## config.mk

```make
export PLATFORM = sky130hd
export DESIGN_NAME = cble_core
export DESIGN_NICKNAME = d
export VERILOG_FILES = /design/src/cble_pkg.sv /design/src/cble_cmp.sv /design/src/cble_core.sv
export VERILOG_INCLUDE_DIRS = /design/src /design/src/src
export SDC_FILE = /design/constraint.sdc
export NUM_CORES = 1
export LEC_CHECK = 0
export BUFFER_PORTS_ARGS = -buffer_cell sky130_fd_sc_hd__buf_2
export CAP_MARGIN = 10
export CORE_ASPECT_RATIO = 0.8
export CORE_MARGIN = 4
export CORE_UTILIZATION = 50
export CTS_CLUSTER_SIZE = 16
export DETAILED_ROUTE_END_ITERATION = 10
export PLACE_DENSITY = 0.69
export SLEW_MARGIN = 10
export SYNTH_ARGS = -nofsm -noshare
export SYNTH_HDL_FRONTEND = slang
export SYNTH_SLANG_ARGS = --single-unit
```

## constraint.sdc

```tcl
create_clock -name MCLK -period 7 [get_ports MCLK]
set_input_delay 1.4 -clock MCLK [delete_from_list [all_inputs] [get_ports MCLK]]
set_output_delay 1.4 -clock MCLK [all_outputs]
set_load 0.03 [all_outputs]
```

## src/cble_cfg.svh

```systemverilog
/*
  Constants for the compare, branch and load execution block: opcode
  masks, status flag positions, pointer pairs and APB register offsets.
  Assumes it is included by bare name from the core file.
*/
`ifndef CBLE_CFG_SVH
`define CBLE_CFG_SVH

// Opcode mask and match pairs
`define CBLE_CPC_M   16'hFC00
`define CBLE_CPC_V   16'h0400
`define CBLE_CPI_M   16'hF000
`define CBLE_CPI_V   16'h3000
`define CBLE_MOV_M   16'hFC00
`define CBLE_MOV_V   16'h2C00
`define CBLE_COPY_REGISTER_WORD_OP_M  16'hFF00
`define CBLE_COPY_REGISTER_WORD_OP_V  16'h0100
`define CBLE_LDI_M   16'hF000
`define CBLE_LDI_V   16'hE000
`define CBLE_SBR_M   16'hFC08
`define CBLE_SBR_V   16'hFC00
`define CBLE_SBI_M   16'hFD00
`define CBLE_SBI_V   16'h9900
`define CBLE_BR_M    16'hF800
`define CBLE_BR_V    16'hF000
`define CBLE_LDP_M   16'hFE00
`define CBLE_LDP_V   16'h9000
`define CBLE_LDD_M   16'hD200
`define CBLE_LDD_V   16'h8000
`define CBLE_W2A_M   16'hFC0F
`define CBLE_W2A_V   16'h9000
`define CBLE_W2B_M   16'hFE0C
`define CBLE_W2B_V   16'h940C

// Pointer-mode nibbles of the indirect load group
`define CBLE_LD_X    4'hC
`define CBLE_LD_XP   4'hD
`define CBLE_LD_XM   4'hE
`define CBLE_LD_YP   4'h9
`define CBLE_LD_YM   4'hA
`define CBLE_LD_ZP   4'h1
`define CBLE_LD_ZM   4'h2
`define CBLE_LD_ABS  4'h0

// Pointer pair low registers
`define CBLE_RX      5'h1A
`define CBLE_RY      5'h1C
`define CBLE_RZ      5'h1E

// Flag positions in cpu_flags_register
`define CBLE_SR_C    0
`define CBLE_SR_Z    1
`define CBLE_SR_N    2
`define CBLE_SR_V    3
`define CBLE_SR_S    4
`define CBLE_SR_H    5
`define CBLE_SR_T    6
`define CBLE_SR_I    7

// APB map
`define CBLE_A_CTRL  12'h000
`define CBLE_A_STAT  12'h004
`define CBLE_A_FLAGS 12'h008
`define CBLE_CTRL_RUN 0
`define CBLE_PC_RST  16'h0000
`define CBLE_SR_RST  8'h00

`endif

```

## src/cble_pkg.sv

```systemverilog
/*
  Types for the compare, branch and load execution block.
  Assumes nothing beyond a SystemVerilog compiler.
*/
package cble_pkg;
  typedef enum logic [4:0] {
    ST_EXEC   = 5'h01,
    ST_LOAD   = 5'h02,
    ST_SKIP   = 5'h04,
    ST_SKIP2  = 5'h08,
    ST_BUBBLE = 5'h10
  } cble_state_t;
endpackage
```

## src/cble_cmp.sv

```systemverilog
/*
  Subtract-and-flag unit for the compare instructions.
  Assumes operands settle within the cycle; it writes nothing itself.
*/
module cble_cmp (
  input  wire logic [7:0] a,        // Minuend
  input  wire logic [7:0] b,        // Subtrahend
  input  wire logic       cin,      // Carry flag in
  input  wire logic       zin,      // Zero flag in
  input  wire logic       use_c,    // Include carry
  output logic            c,        // Borrow out
  output logic            z,        // Zero
  output logic            n,        // Negative
  output logic            v,        // Overflow
  output logic            s,        // Sign
  output logic            h         // Half borrow
);
  logic [8:0] diff;
  logic [7:0] r;

  assign diff = {1'b0, a} - {1'b0, b} - {8'h00, use_c & cin};
  assign r    = diff[7:0];
  assign c    = diff[8];
  assign n    = r[7];
  assign h    = (~a[3] & b[3]) | (b[3] & r[3]) | (r[3] & ~a[3]);
  assign v    = (a[7] & ~b[7] & ~r[7]) | (~a[7] & b[7] & r[7]);
  assign s    = n ^ v;
  // With carry, zero only survives if it was already set
  assign z    = (r == 8'h00) & (~use_c | zin);
endmodule

```

## src/cble_core.sv

```systemverilog
/*
  Execution core for compares, bit-test skips, flag branches, moves and
  data-memory loads, with an APB slave for run control and state.
  Assumes program, data and I/O memories answer combinationally in the
  same MCLK cycle as their address.
*/
`include "cble_cfg.svh"
module cble_core (
  input  wire logic        MCLK,     // System clock, 20 MHz
  input  wire logic        RST_N,    // Async reset, active low
  input  wire logic        PSEL,     // APB select
  input  wire logic        PENABLE,  // APB enable
  input  wire logic        PWRITE,   // APB write
  input  wire logic [11:0] PADDR,    // APB byte address
  input  wire logic [31:0] PWDATA,   // APB write data
  output logic      [31:0] PRDATA,   // APB read data
  output logic             PREADY,   // APB ready
  output logic             PSLVERR,  // APB error
  output logic      [15:0] PM_ADDR,  // Program word address
  input  wire logic [15:0] PM_DATA,  // Program word
  output logic      [15:0] DM_ADDR,  // Data memory address
  output logic             DM_RE,    // Data memory read
  input  wire logic [7:0]  DM_RDATA, // Data memory byte
  output logic      [4:0]  IO_ADDR,  // I/O address
  output logic             IO_RE,    // I/O read
  input  wire logic [7:0]  IO_RDATA  // I/O byte
);
  cble_pkg::cble_state_t state_q, state_d;
  logic [15:0] pc_q, pc_d;
  logic [7:0]  rf [32];
  logic [7:0]  cpu_flags_register_q, cpu_flags_register_d;
  logic        run_q;
  logic [31:0] prdata_q;
  logic [4:0]  ld_rd_q, ld_rd_d;
  logic        ld_abs_q, ld_abs_d;
  logic [15:0] ld_ea_q, ld_ea_d;
  logic [15:0] ins;
  logic        exec, wr_en, wr_pair, take, skip, two_word;
  logic [4:0]  wr_a, pb;
  logic [15:0] wr_v, ptr_v, br_tgt;
  logic        ld_post, ld_pre, ldp_hit;
  logic        is_cpc, is_cpi, is_mov, is_copy_register_word_op, is_ldi;
  logic        is_sbr, is_sbi, is_br, is_ldp, is_ldd;
  logic [7:0]  ca, cb;
  logic        cf_c, cf_z, cf_n, cf_v, cf_s, cf_h;
  logic        apb_wr, flags_wr;

  function automatic logic match(input logic [15:0] w, input logic [15:0] m,
                                 input logic [15:0] v);
    return (w & m) == v;
  endfunction

  // Branch flag select; the sign slot is evaluated as N xor V
  function automatic logic flag_sel(input logic [7:0] sr, input logic [2:0] s);
    if (s == 3'(`CBLE_SR_S)) begin
      return sr[`CBLE_SR_N] ^ sr[`CBLE_SR_V];
    end
    return sr[s];
  endfunction

  function automatic logic addr_hit(input logic [11:0] a);
    return a == `CBLE_A_CTRL || a == `CBLE_A_STAT || a == `CBLE_A_FLAGS;
  endfunction

  assign ins      = PM_DATA;
  assign PM_ADDR  = pc_q;
  assign exec     = run_q && state_q == cble_pkg::ST_EXEC;
  assign is_cpc   = match(ins, `CBLE_CPC_M, `CBLE_CPC_V);
  assign is_cpi   = match(ins, `CBLE_CPI_M, `CBLE_CPI_V);
  assign is_mov   = match(ins, `CBLE_MOV_M, `CBLE_MOV_V);
  assign is_copy_register_word_op  = match(ins, `CBLE_COPY_REGISTER_WORD_OP_M, `CBLE_COPY_REGISTER_WORD_OP_V);
  assign is_ldi   = match(ins, `CBLE_LDI_M, `CBLE_LDI_V);
  assign is_sbr   = match(ins, `CBLE_SBR_M, `CBLE_SBR_V);
  assign is_sbi   = match(ins, `CBLE_SBI_M, `CBLE_SBI_V);
  assign is_br    = match(ins, `CBLE_BR_M, `CBLE_BR_V);
  assign is_ldp   = match(ins, `CBLE_LDP_M, `CBLE_LDP_V);
  assign is_ldd   = match(ins, `CBLE_LDD_M, `CBLE_LDD_V);
  assign two_word = match(ins, `CBLE_W2A_M, `CBLE_W2A_V) ||
                    match(ins, `CBLE_W2B_M, `CBLE_W2B_V);
  assign br_tgt   = pc_q + {{9{ins[9]}}, ins[9:3]} + 16'h0001;
  assign take     = flag_sel(cpu_flags_register_q, ins[2:0]) != ins[10];
  assign IO_ADDR  = ins[7:3];
  assign IO_RE    = exec && is_sbi;
  assign ca       = is_cpi ? rf[{1'b1, ins[7:4]}] : rf[ins[8:4]];
  assign cb       = is_cpi ? {ins[11:8], ins[3:0]} : rf[{ins[9], ins[3:0]}];

  cble_cmp u_cmp (
    .a     (ca),
    .b     (cb),
    .cin   (cpu_flags_register_q[`CBLE_SR_C]),
    .zin   (cpu_flags_register_q[`CBLE_SR_Z]),
    .use_c (is_cpc),
    .c     (cf_c),
    .z     (cf_z),
    .n     (cf_n),
    .v     (cf_v),
    .s     (cf_s),
    .h     (cf_h)
  );

  // Pointer pair and mode of indirect loads
  always_comb begin
    pb      = `CBLE_RZ;
    ld_post = 1'b0;
    ld_pre  = 1'b0;
    ldp_hit = 1'b1;
    if (is_ldd) begin
      pb = ins[3] ? `CBLE_RY : `CBLE_RZ;
    end else begin
      unique case (ins[3:0])
        `CBLE_LD_X:   pb = `CBLE_RX;
        `CBLE_LD_XP:  begin pb = `CBLE_RX; ld_post = 1'b1; end
        `CBLE_LD_XM:  begin pb = `CBLE_RX; ld_pre = 1'b1; end
        `CBLE_LD_YP:  begin pb = `CBLE_RY; ld_post = 1'b1; end
        `CBLE_LD_YM:  begin pb = `CBLE_RY; ld_pre = 1'b1; end
        `CBLE_LD_ZP:  ld_post = 1'b1;
        `CBLE_LD_ZM:  ld_pre = 1'b1;
        `CBLE_LD_ABS: ldp_hit = 1'b1;
        default:      ldp_hit = 1'b0;
      endcase
    end
  end

  assign ptr_v = {rf[{pb[4:1], 1'b1}], rf[pb]};

  // Instruction sequencing
  always_comb begin
    state_d  = state_q;
    pc_d     = pc_q;
    cpu_flags_register_d   = cpu_flags_register_q;
    wr_en    = 1'b0;
    wr_pair  = 1'b0;
    wr_a     = ins[8:4];
    wr_v     = 16'h0000;
    ld_rd_d  = ld_rd_q;
    ld_abs_d = ld_abs_q;
    ld_ea_d  = ld_ea_q;
    skip     = 1'b0;
    DM_RE    = 1'b0;
    DM_ADDR  = ld_ea_q;
    unique case (state_q)
      cble_pkg::ST_EXEC: if (run_q) begin
        pc_d = pc_q + 16'h0001;
        if (is_cpc || is_cpi) begin
          cpu_flags_register_d[`CBLE_SR_C] = cf_c;
          cpu_flags_register_d[`CBLE_SR_Z] = cf_z;
          cpu_flags_register_d[`CBLE_SR_N] = cf_n;
          cpu_flags_register_d[`CBLE_SR_V] = cf_v;
          cpu_flags_register_d[`CBLE_SR_S] = cf_s;
          cpu_flags_register_d[`CBLE_SR_H] = cf_h;
        end else if (is_mov) begin
          wr_en = 1'b1;
          wr_v  = {8'h00, rf[{ins[9], ins[3:0]}]};
        end else if (is_copy_register_word_op) begin
          wr_en   = 1'b1;
          wr_pair = 1'b1;
          wr_a    = {ins[7:4], 1'b0};
          wr_v    = {rf[{ins[3:0], 1'b1}], rf[{ins[3:0], 1'b0}]};
        end else if (is_ldi) begin
          wr_en = 1'b1;
          wr_a  = {1'b1, ins[7:4]};
          wr_v  = {8'h00, ins[11:8], ins[3:0]};
        end else if (is_sbr || is_sbi) begin
          skip = is_sbr ? rf[ins[8:4]][ins[2:0]] == ins[9]
                        : IO_RDATA[ins[2:0]] == ins[9];
          if (skip) begin
            state_d = cble_pkg::ST_SKIP;
          end
        end else if (is_br) begin
          if (take) begin
            pc_d    = br_tgt;
            state_d = cble_pkg::ST_BUBBLE;
          end
        end else if (is_ldd || (is_ldp && ldp_hit)) begin
          state_d  = cble_pkg::ST_LOAD;
          ld_rd_d  = ins[8:4];
          ld_abs_d = is_ldp && ins[3:0] == `CBLE_LD_ABS;
          if (is_ldd) begin
            ld_ea_d = ptr_v + {10'h000, ins[13], ins[11:10], ins[2:0]};
          end else if (ld_pre) begin
            ld_ea_d = ptr_v - 16'h0001;
          end else begin
            ld_ea_d = ptr_v;
          end
          if (!is_ldd && (ld_pre || ld_post)) begin
            wr_en   = 1'b1;
            wr_pair = 1'b1;
            wr_a    = pb;
            wr_v    = ld_pre ? ptr_v - 16'h0001 : ptr_v + 16'h0001;
          end
        end
      end
      cble_pkg::ST_LOAD: begin
        DM_RE   = 1'b1;
        state_d = cble_pkg::ST_EXEC;
        if (ld_abs_q) begin
          DM_ADDR = PM_DATA;
          pc_d    = pc_q + 16'h0001;
        end
        wr_en = 1'b1;
        wr_a  = ld_rd_q;
        wr_v  = {8'h00, DM_RDATA};
      end
      cble_pkg::ST_SKIP: begin
        pc_d    = pc_q + 16'h0001;
        state_d = two_word ? cble_pkg::ST_SKIP2 : cble_pkg::ST_EXEC;
      end
      cble_pkg::ST_SKIP2: begin
        pc_d    = pc_q + 16'h0001;
        state_d = cble_pkg::ST_EXEC;
      end
      cble_pkg::ST_BUBBLE: state_d = cble_pkg::ST_EXEC;
    endcase
  end

  always_ff @(posedge MCLK or negedge RST_N) begin
    if (!RST_N) begin
      state_q <= cble_pkg::ST_EXEC;
      pc_q    <= `CBLE_PC_RST;
    end else begin
      state_q <= state_d;
      pc_q    <= pc_d;
    end
  end

  always_ff @(posedge MCLK or negedge RST_N) begin
    if (!RST_N) begin
      ld_rd_q  <= 5'h00;
      ld_abs_q <= 1'b0;
      ld_ea_q  <= 16'h0000;
    end else begin
      ld_rd_q  <= ld_rd_d;
      ld_abs_q <= ld_abs_d;
      ld_ea_q  <= ld_ea_d;
    end
  end

  // Register file has no reset
  always_ff @(posedge MCLK) begin
    if (wr_en) begin
      rf[wr_a] <= wr_v[7:0];
      if (wr_pair) begin
        rf[{wr_a[4:1], 1'b1}] <= wr_v[15:8];
      end
    end
  end

  // APB slave, zero wait states
  assign PREADY   = 1'b1;
  assign PSLVERR  = PSEL && PENABLE && !addr_hit(PADDR);
  assign PRDATA   = prdata_q;
  assign apb_wr   = PSEL && PENABLE && PWRITE;
  assign flags_wr = apb_wr && PADDR == `CBLE_A_FLAGS;

  always_ff @(posedge MCLK or negedge RST_N) begin
    if (!RST_N) begin
      prdata_q <= 32'h00000000;
    end else if (PSEL && !PENABLE && !PWRITE) begin
      unique case (PADDR)
        `CBLE_A_CTRL:  prdata_q <= {31'h00000000, run_q};
        `CBLE_A_STAT:  prdata_q <= {3'h0, state_q, cpu_flags_register_q, pc_q};
        `CBLE_A_FLAGS: prdata_q <= {24'h000000, cpu_flags_register_q};
        default:       prdata_q <= 32'h00000000;
      endcase
    end
  end

  always_ff @(posedge MCLK or negedge RST_N) begin
    if (!RST_N) begin
      run_q <= 1'b0;
    end else if (apb_wr && PADDR == `CBLE_A_CTRL) begin
      run_q <= PWDATA[`CBLE_CTRL_RUN];
    end
  end

  // A core flag update that changes the flags wins over a software write in the same cycle
  always_ff @(posedge MCLK or negedge RST_N) begin
    if (!RST_N) begin
      cpu_flags_register_q <= `CBLE_SR_RST;
    end else if (cpu_flags_register_d != cpu_flags_register_q) begin
      cpu_flags_register_q <= cpu_flags_register_d;
    end else if (flags_wr) begin
      cpu_flags_register_q <= PWDATA[7:0];
    end
  end

  property p_cmp;
    @(posedge MCLK) disable iff (!RST_N)
    (exec && (is_cpc || is_cpi)) |-> !wr_en ##1 cpu_flags_register_q[`CBLE_SR_C] == $past(cf_c);
  endproperty
  a_cmp: assert property (p_cmp) else $error("compare wrote a register");

  property p_sbr_noskip;
    @(posedge MCLK) disable iff (!RST_N)
    (exec && is_sbr && !skip) |=> state_q == cble_pkg::ST_EXEC
      && pc_q == $past(pc_q) + 16'h0001;
  endproperty
  a_sbr_noskip: assert property (p_sbr_noskip) else $error("bad untaken skip");

  property p_sbi_skip;
    @(posedge MCLK) disable iff (!RST_N)
    (exec && is_sbi && skip) |=> state_q == cble_pkg::ST_SKIP
      ##1 (state_q == cble_pkg::ST_SKIP2 || pc_q == $past(pc_q, 2) + 16'h0002);
  endproperty
  a_sbi_skip: assert property (p_sbi_skip) else $error("bad io skip");

  property p_br_taken;
    @(posedge MCLK) disable iff (!RST_N)
    (exec && is_br && take) |=> pc_q == $past(br_tgt)
      && state_q == cble_pkg::ST_BUBBLE ##1 state_q == cble_pkg::ST_EXEC && $stable(pc_q);
  endproperty
  a_br_taken: assert property (p_br_taken) else $error("bad taken branch");

  property p_br_signed;
    @(posedge MCLK) disable iff (!RST_N)
    (exec && is_br && ins[2:0] == 3'(`CBLE_SR_S))
      |=> (state_q == cble_pkg::ST_BUBBLE)
        == (($past(cpu_flags_register_q[`CBLE_SR_N]) ^ $past(cpu_flags_register_q[`CBLE_SR_V])) != $past(ins[10]));
  endproperty
  a_br_signed: assert property (p_br_signed) else $error("bad signed branch");

  property p_post;
    @(posedge MCLK) disable iff (!RST_N)
    (exec && is_ldp && ldp_hit && ld_post) |-> wr_pair && wr_v == ptr_v + 16'h0001
      ##1 DM_RE && DM_ADDR == $past(ptr_v);
  endproperty
  a_post: assert property (p_post) else $error("bad post-increment load");

  property p_pre;
    @(posedge MCLK) disable iff (!RST_N)
    (exec && is_ldp && ld_pre) |=> DM_ADDR == $past(ptr_v) - 16'h0001;
  endproperty
  a_pre: assert property (p_pre) else $error("bad pre-decrement load");

  property p_disp;
    @(posedge MCLK) disable iff (!RST_N)
    (exec && is_ldd) |-> !wr_en ##1 state_q == cble_pkg::ST_LOAD ##1 state_q == cble_pkg::ST_EXEC;
  endproperty
  a_disp: assert property (p_disp) else $error("bad displacement load");

  property p_abs;
    @(posedge MCLK) disable iff (!RST_N)
    (state_q == cble_pkg::ST_LOAD && ld_abs_q) |-> DM_ADDR == PM_DATA
      ##1 rf[$past(ld_rd_q)] == $past(DM_RDATA);
  endproperty
  a_abs: assert property (p_abs) else $error("bad absolute load");

  property p_move;
    @(posedge MCLK) disable iff (!RST_N)
    (exec && (is_mov || is_copy_register_word_op || is_ldi) && !flags_wr)
      |=> $stable(cpu_flags_register_q) && state_q == cble_pkg::ST_EXEC;
  endproperty
  a_move: assert property (p_move) else $error("move changed flags");
endmodule

```

; ---- Word-level counts from Yosys, hierarchy flattened
; Memory sizes are Yosys's and may differ from the RTL's.
; Cells that the tools add are included.
[classes]
n_addsub = 8
multipliers = 0
n_div = 0
magnitude_cmp = 1
eq_ne = 40
shifts = 0
n_mux = 96
bitwise_logic = 27
reduce_logical = 39
[op_table]
columns = operator, n
row1 = 16-bit 2-to-1 mux, 23
row2 = 5-bit 2-to-1 mux, 19
row3 = 29-bit case mux with 3 select lines, 1
row4 = "16-bit by 1-bit adder with 16-bit output, second input constant", 3
row5 = 16-bit case mux with 3 select lines, 1
row6 = 1-bit 2-to-1 mux, 34
row7 = 16-bit case mux with 2 select lines, 1
row8 = 6-bit 2-to-1 mux, 5
row9 = "4-bit == test, second input constant", 7
row10 = "7-bit == test, second input constant", 3
row11 = 16-bit adder, 1
row12 = 16-bit by 6-bit adder with 16-bit output, 1
row13 = 8-bit 2-to-1 mux, 2
row14 = "16-bit by 1-bit subtractor with 16-bit output, second input constant", 1
row15 = 5-bit case mux with 3 select lines, 1
row16 = "12-bit by 3-bit == test with 1-bit output, second input constant", 1
row17 = "12-bit by 4-bit == test with 1-bit output, second input constant", 1
row18 = 1-bit logical AND, 12
row19 = 12-bit zero test, 1
row20 = "2-bit inequality test, second input constant", 6
row21 = 1-bit NOT, 12
row22 = 3-bit OR reduction, 4
row23 = "10-bit == test, second input constant", 1
row24 = "5-bit == test, second input constant", 2
row25 = other kinds (42), 68
[totals]
reg_bits = 84
latch_bits = 0
ram_bits = 256
romBits = 0
output_inout_bits = 73
wordCells = 221
mem_count = 1
[memory_table]
columns = memory, words, word_bits, read_ports, rd_clocked_by_memory_dff, wr, line_no
row1 = rf, 32, 8, 7, 0, 2, cble_core.sv:30  ; logic [7:0] rf [32];

; ---- Longest topological paths before layout
[depth]
ltp_word = 19
depth_mapped = 24
mapped_depth_nobuf = 19

; ---- Modules after synthesis
; From an unflattened synthesis, not the netlist that was laid out.
[unflattened]
cells_unflattened = 2068
area_unflattened_um2 = 24355.9
[by_module_without_submodules]
columns = module, n_inst, cells_each, area_per_inst_um2
row1 = cble_core, 1, 1994, 23776.6
row2 = cble_cmp, 1, 74, 579.3

; ---- Least setup slack after synthesis
; Ideal clock, no wire load.
[synth_path]
path_type = input -> register
start = input PM_DATA[0]
end = register cpu_flags_register_q[6]
setup_ns = 0.125
arrival_ns = 6.751
path_slack_ns = 0.124
stages = 22
path_buffers = 4
path_cell_list = buf_2 buf_2 buf_2 buf_1 mux4_2 mux4_2 mux2i_1 o21ai_0 fa_1 inv_1 fa_1 nand2b_1 a2111oi_0 nor3_1 xor2_1 a2111oi_0 o211a_1 o21ai_0 a221oi_2 a31oi_1 nor2_1 mux2_2
[synth_between]
elab_chain_len = 14
elab_cells_between_ends = 25
cone_classes = 2 x add/sub / 1 x eq/ne / 4 x mux / 15 x bitwise / 2 x reduce/logical / 1 x memory
[synth_rtl]
columns = element, line_no
row1 = start: declaration, cble_core.sv:20  ; input wire logic [15:0] PM_DATA,
row2 = memory 32 x 8 bit, n/a
row3 = 8-bit 2-to-1 mux (*), cble_core.sv:85  ; assign cb = is_cpi ? {ins[11:8], ins[3:0]} : rf[{ins[9], ins[3:0]}];
row4 = 8-bit by 8-bit subtractor with 9-bit output, cble_cmp.sv:21  ; assign diff = {1'b0, a} - {1'b0, b} - {8'h00, use_c & cin};
row5 = 9-bit by 1-bit subtractor with 9-bit output, cble_cmp.sv:21
row6 = 1-bit NOT, cble_cmp.sv:26  ; assign v = (a[7] & ~b[7] & ~r[7]) | (~a[7] & b[7] & r[7]);
row7 = 1-bit AND, cble_cmp.sv:26
row8 = 1-bit bitwise OR, cble_cmp.sv:26
row9 = 1-bit XOR, cble_cmp.sv:27  ; assign s = n ^ v;
row10 = 6-bit 2-to-1 mux (*), cble_core.sv:144  ; if (is_cpc || is_cpi) begin
row11 = 6-bit 2-to-1 mux (*), cble_core.sv:142  ; cble_pkg::ST_EXEC: if (run_q) begin
row12 = 6-bit 2-to-1 mux (*), cble_core.sv:141  ; unique case (state_q)
row13 = 6-bit inequality test (*), cble_core.sv:280  ; end else if (cpu_flags_register_d != cpu_flags_register_q) begin
row14 = 1-bit NOT (no line) (*), n/a
row15 = 2-bit AND reduction (no line) (*), n/a
row16 = end signal: assignment, cble_core.sv:279  ; cpu_flags_register_q <= `CBLE_SR_RST;
row17 = end signal: assignment, cble_core.sv:281  ; cpu_flags_register_q <= cpu_flags_register_d;
row18 = end signal: assignment, cble_core.sv:283  ; cpu_flags_register_q <= PWDATA[7:0];
row19 = end: declaration, cble_core.sv:31  ; logic [7:0] cpu_flags_register_q, cpu_flags_register_d;
; Every way passes the cells marked *; elsewhere a longest branch is shown, timed or not.
; A chain may end at the register's enable or synchronous reset.

; ---- Final worst setup path
[layout_path]
start = input PM_DATA[4]
end = register cpu_flags_register_q[7]
[layout_between]
elab_chain_len = 14
elab_cells_between_ends = 26
cone_classes = 2 x add/sub / 1 x eq/ne / 4 x mux / 16 x bitwise / 2 x reduce/logical / 1 x memory
[layout_rtl]
columns = element, line_no
row1 = memory 32 x 8 bit (*), n/a
row2 = 8-bit 2-to-1 mux (*), cble_core.sv:84  ; assign ca = is_cpi ? rf[{1'b1, ins[7:4]}] : rf[ins[8:4]];
row3 = 8-bit by 8-bit subtractor with 9-bit output, cble_cmp.sv:21
row4 = 9-bit by 1-bit subtractor with 9-bit output, cble_cmp.sv:21
row5 = 1-bit NOT, cble_cmp.sv:26
row6 = 1-bit AND, cble_cmp.sv:26
row7 = 1-bit bitwise OR, cble_cmp.sv:26
row8 = 1-bit XOR, cble_cmp.sv:27
row9 = 6-bit 2-to-1 mux (*), cble_core.sv:144
row10 = 6-bit 2-to-1 mux (*), cble_core.sv:142
row11 = 6-bit 2-to-1 mux (*), cble_core.sv:141
row12 = 6-bit inequality test (*), cble_core.sv:280
row13 = 1-bit NOT (no line) (*), n/a
row14 = 2-bit AND reduction (no line) (*), n/a
; Marked as above.

==> results.tsv <==
stage	metric	value	unit
place	dp_cells	2698	
global_route	antenna_found_initial	1	
place	gp_congestion	0.9874	
critical_path	crit_type	in -> reg	
global_route	grt_overflow	0	
drt	drcViolationCount	0	
critical_path	crit_path_end_kind	register	
finish	layoutNonFillerInstCount	2765	
global_route	grt_usage	0.3175	
place	dp_worst_setup_slack	0.09387	ns
synth	yosysWarnings	0	
drt	routed_wl	82120	um
finish	register_area	0.009716	mm2
clocking	numCtsBuffers	38	
global_route	grt_pass1_vias	18690	
critical_path	crit_path_max_fanout	28	
drt	drt_iter0_drc	2802	
critical_path	critPathLaunchType	primary input	
place	placed_area	0.02530	mm2
clocking	clock_latency	0.57	ns
finish	final_area	0.02663	mm2
sta	hold_viol_final	0	
synth	yosys-top-cells-area	edfxtp_1, mux4_2, dfrtp_1	
clocking	clk_pin_slew_worst_paths	0.06	ns
finish	drive_above_1_share	0.2856	
sta	slew_headroom	0.2013	
synth	synth_edf_count	256	
critical_path	arrival	6.81	ns
synth	yosys.area_share.simple	0.1171	
synth	yosysTopAreaCell	edfxtp_1	
sta	tightest_slew	1.194	ns
drt	post_drt_wl_per_cell	29.70	um
sta	drv_slew	0	
die	pin_count	154	
clocking	postCtsHoldBufs	0	
clocking	cts-resized-gates	0	
pwr	powerDensity	245.6	mW/mm2
finish	fillers	3768	
drt	first_pass_iters	6	
synth	synth_top_area_share	0.3253	
critical_path	crit_required	7.43	ns
finish	fin_util	0.5758	
finish	area_growth	12.67	%
clocking	cts_tree	done	
die	rows	70	
drt	postRouteAntennaNets	0	
pwr	power_leakage	10.04	nW
synth	synth_xor_area_frac	0.02112	
drt	dr_wl_met2	36190	um
sta	fmaxAchievable	156.8	MHz
sta	min_period_over_period	0.9112	
clocking	clkSinkCount	337	
finish	multi_input_area	0.01295	mm2
drt	wl_met1	31060	um
pwr	vdd_drop_max	0.2052	mV
sta	period_minus_slack	6.379	ns
synth	ys_types	87	
die	die_x	251.1	um
pwr	p_total	6.539	mW
drt	vias	19460	
synth	synth.area.mux_share	0.2780	
global_route	grt_max_degree	60	
synth	synth.avg_cell_area	11.80	um2
place	dp_hpwl	60280	um
drt	vias_per_cell	7.038	
drt	top_layer	met4	
finish	nets	2247	
die	dieArea	0.05083	mm2
synth	yosysSeqAreaShare	0.4111	
sta	rsz0062_at_grt	false	
status	status	completed	
global_route	grt_pass1_wl	122100	um
synth	yosys_register_bits	337	
drt	met3_length	11240	um
place	portBuffers	125	
clocking	clock_path_buffers	3	
sta	setup_tns	0	ns
synth	netlist_instances	2003	
clocking	cts_setup_buffers	0	
die	die_y	202.5	um
die	core	0.04624	mm2
hold_path	min-delay-path-class	reg -> reg	
sta	finalSetupViolCount	0	
clocking	clockRootBuffer	clkbuf_16	
sta	finClkSkew	0.03320	ns
synth	synthArstFlopShare	0.2404	
synth	ys.flop_type	edfxtp_1	
clocking	htreeDepth	2	
job	maxCapViolations	0	
synth	synth_top_family_by_area	multiplexers	
synth	synth_compound_area_frac	0.1076	
finish	antenna_cells	0	
sta	setup_slack	0.6213	ns
synth	synth_adder_area_share	0.02287	
synth	netlist_area	0.02363	mm2
sta	hold_ws	0.4730	ns
die	initial_core_util	0.5110	
-- placed cells by master, fill, tap and decap left out, types with 36 or more instances in the layout --
master     instances
a21oi_1          130
buf_2            121
buf_4            122
clkbuf_16         39
dfrtp_1           80
edfxtp_1         256
ha_1              36
inv_1             43
mux2i_1           86
mux4_2           241
nand2_1          175
nand3_1           77
nor2_1           165
o21ai_0          125
xnor2_1           43
-- cell usage after synthesis (all sizes together) (7+ instances only) --
cell type	instances
a221oi	18
edfxtp	256
xor2	14
mux2i	86
a211oi	7
nor4	13
and2	11
o211ai	10
o22ai	11
nor2	168
mux4	241
nor2b	20
nand2	175
a31oi	17
nor3	32
inv	44
or3	10
a21o	8
or2	12
o21ai	144
a22oi	9
nand3	77
mux2	25
dfrtp	80
ha	36
clkbuf	85
o31ai	11
buf	86
nand2b	19
a21oi	130
nand4	14
xnor2	43
o21a	7
-- cell type report --
| type | count | area share |
|---|---|---|
| inverters | 47 | 0.006626 |
| repair buffers | 252 | 0.06339 |
| flip-flops and latches | 337 | 0.3649 |
| clock buffers | 49 | 0.03844 |
| clock inverters | 18 | 0.01156 |
| well taps | 612 | 0.02876 |
| multi-input cells | 1450 | 0.4863 |
-- final timing paths --
kind,startpoint,end,slack (ns),depth (start not counted)
max,PM_DATA[4],cpu_flags_register_q[7]$_DFFE_PN0P_,0.62,18
min,PRDATA[24]$_DFFE_PN0P_,PRDATA[24]$_DFFE_PN0P_,0.47,2
max reg2reg,rf[31][0]$_DFFE_PP_,cpu_flags_register_q[7]$_DFFE_PN0P_,1.57,18
min reg2reg,PRDATA[24]$_DFFE_PN0P_,PRDATA[24]$_DFFE_PN0P_,0.47,2
max in group asynchronous,RST_N,ld_ea_q[10]$_DFFE_PN0P_,5.16,2
min in group asynchronous,RST_N,PRDATA[3]$_DFFE_PN0P_,0.72,1
-- state kept, by name, indices dropped and copies added (netlist names) --
register / flops
ld_abs_q: 1
cpu_flags_register_q: 8
run_q: 1
ld_rd_q: 5
PM_ADDR: 16
rf: 256
state_q: 5
PRDATA: 29
ld_ea_q: 16
-- routing by layer --
layer | up-vias | track usage
met2 | 1521 | 0.4790
met3 | 269 | 0.08555
met1 | 9624 | 0.4506
met4 | 0 | 0.1087
li1 | 8047 | -
met5 | - | 0
-- report_power, final --
group	internal (mW)	switching (mW)	leakage (nW)
Combinational	0.682	1.20	5.69
Clock	1.30	0.873	0.644
Sequential	2.37	0.120	3.71
Total	4.35	2.19	10.0
-- worst max-delay path, stage by stage --
cell	delay, ns
buf_4	0.37
buf_4	0.56
mux4_2	0.58
mux4_2	0.60
mux2i_1	0.29
ha_1	0.20
inv_1	0.04
ha_1	0.23
a2111oi_0	0.30
nor3_1	0.14
xor2_1	0.15
a2111oi_0	0.42
o211a_1	0.26
o21ai_0	0.14
a221oi_2	0.33
a31oi_1	0.18
nor2_1	0.22
mux2_2	0.36
-- cell families after synthesis --
logic type,count (synthesis)
multiplexers,352
AO/OA/AOI/OAI,410
other,2
flip-flops,337
AND/OR/NAND/NOR,586
XOR/XNOR,57
adder cells (fa/ha/maj),41
buffers and inverters,218
(Power assumes the default switching activity.)
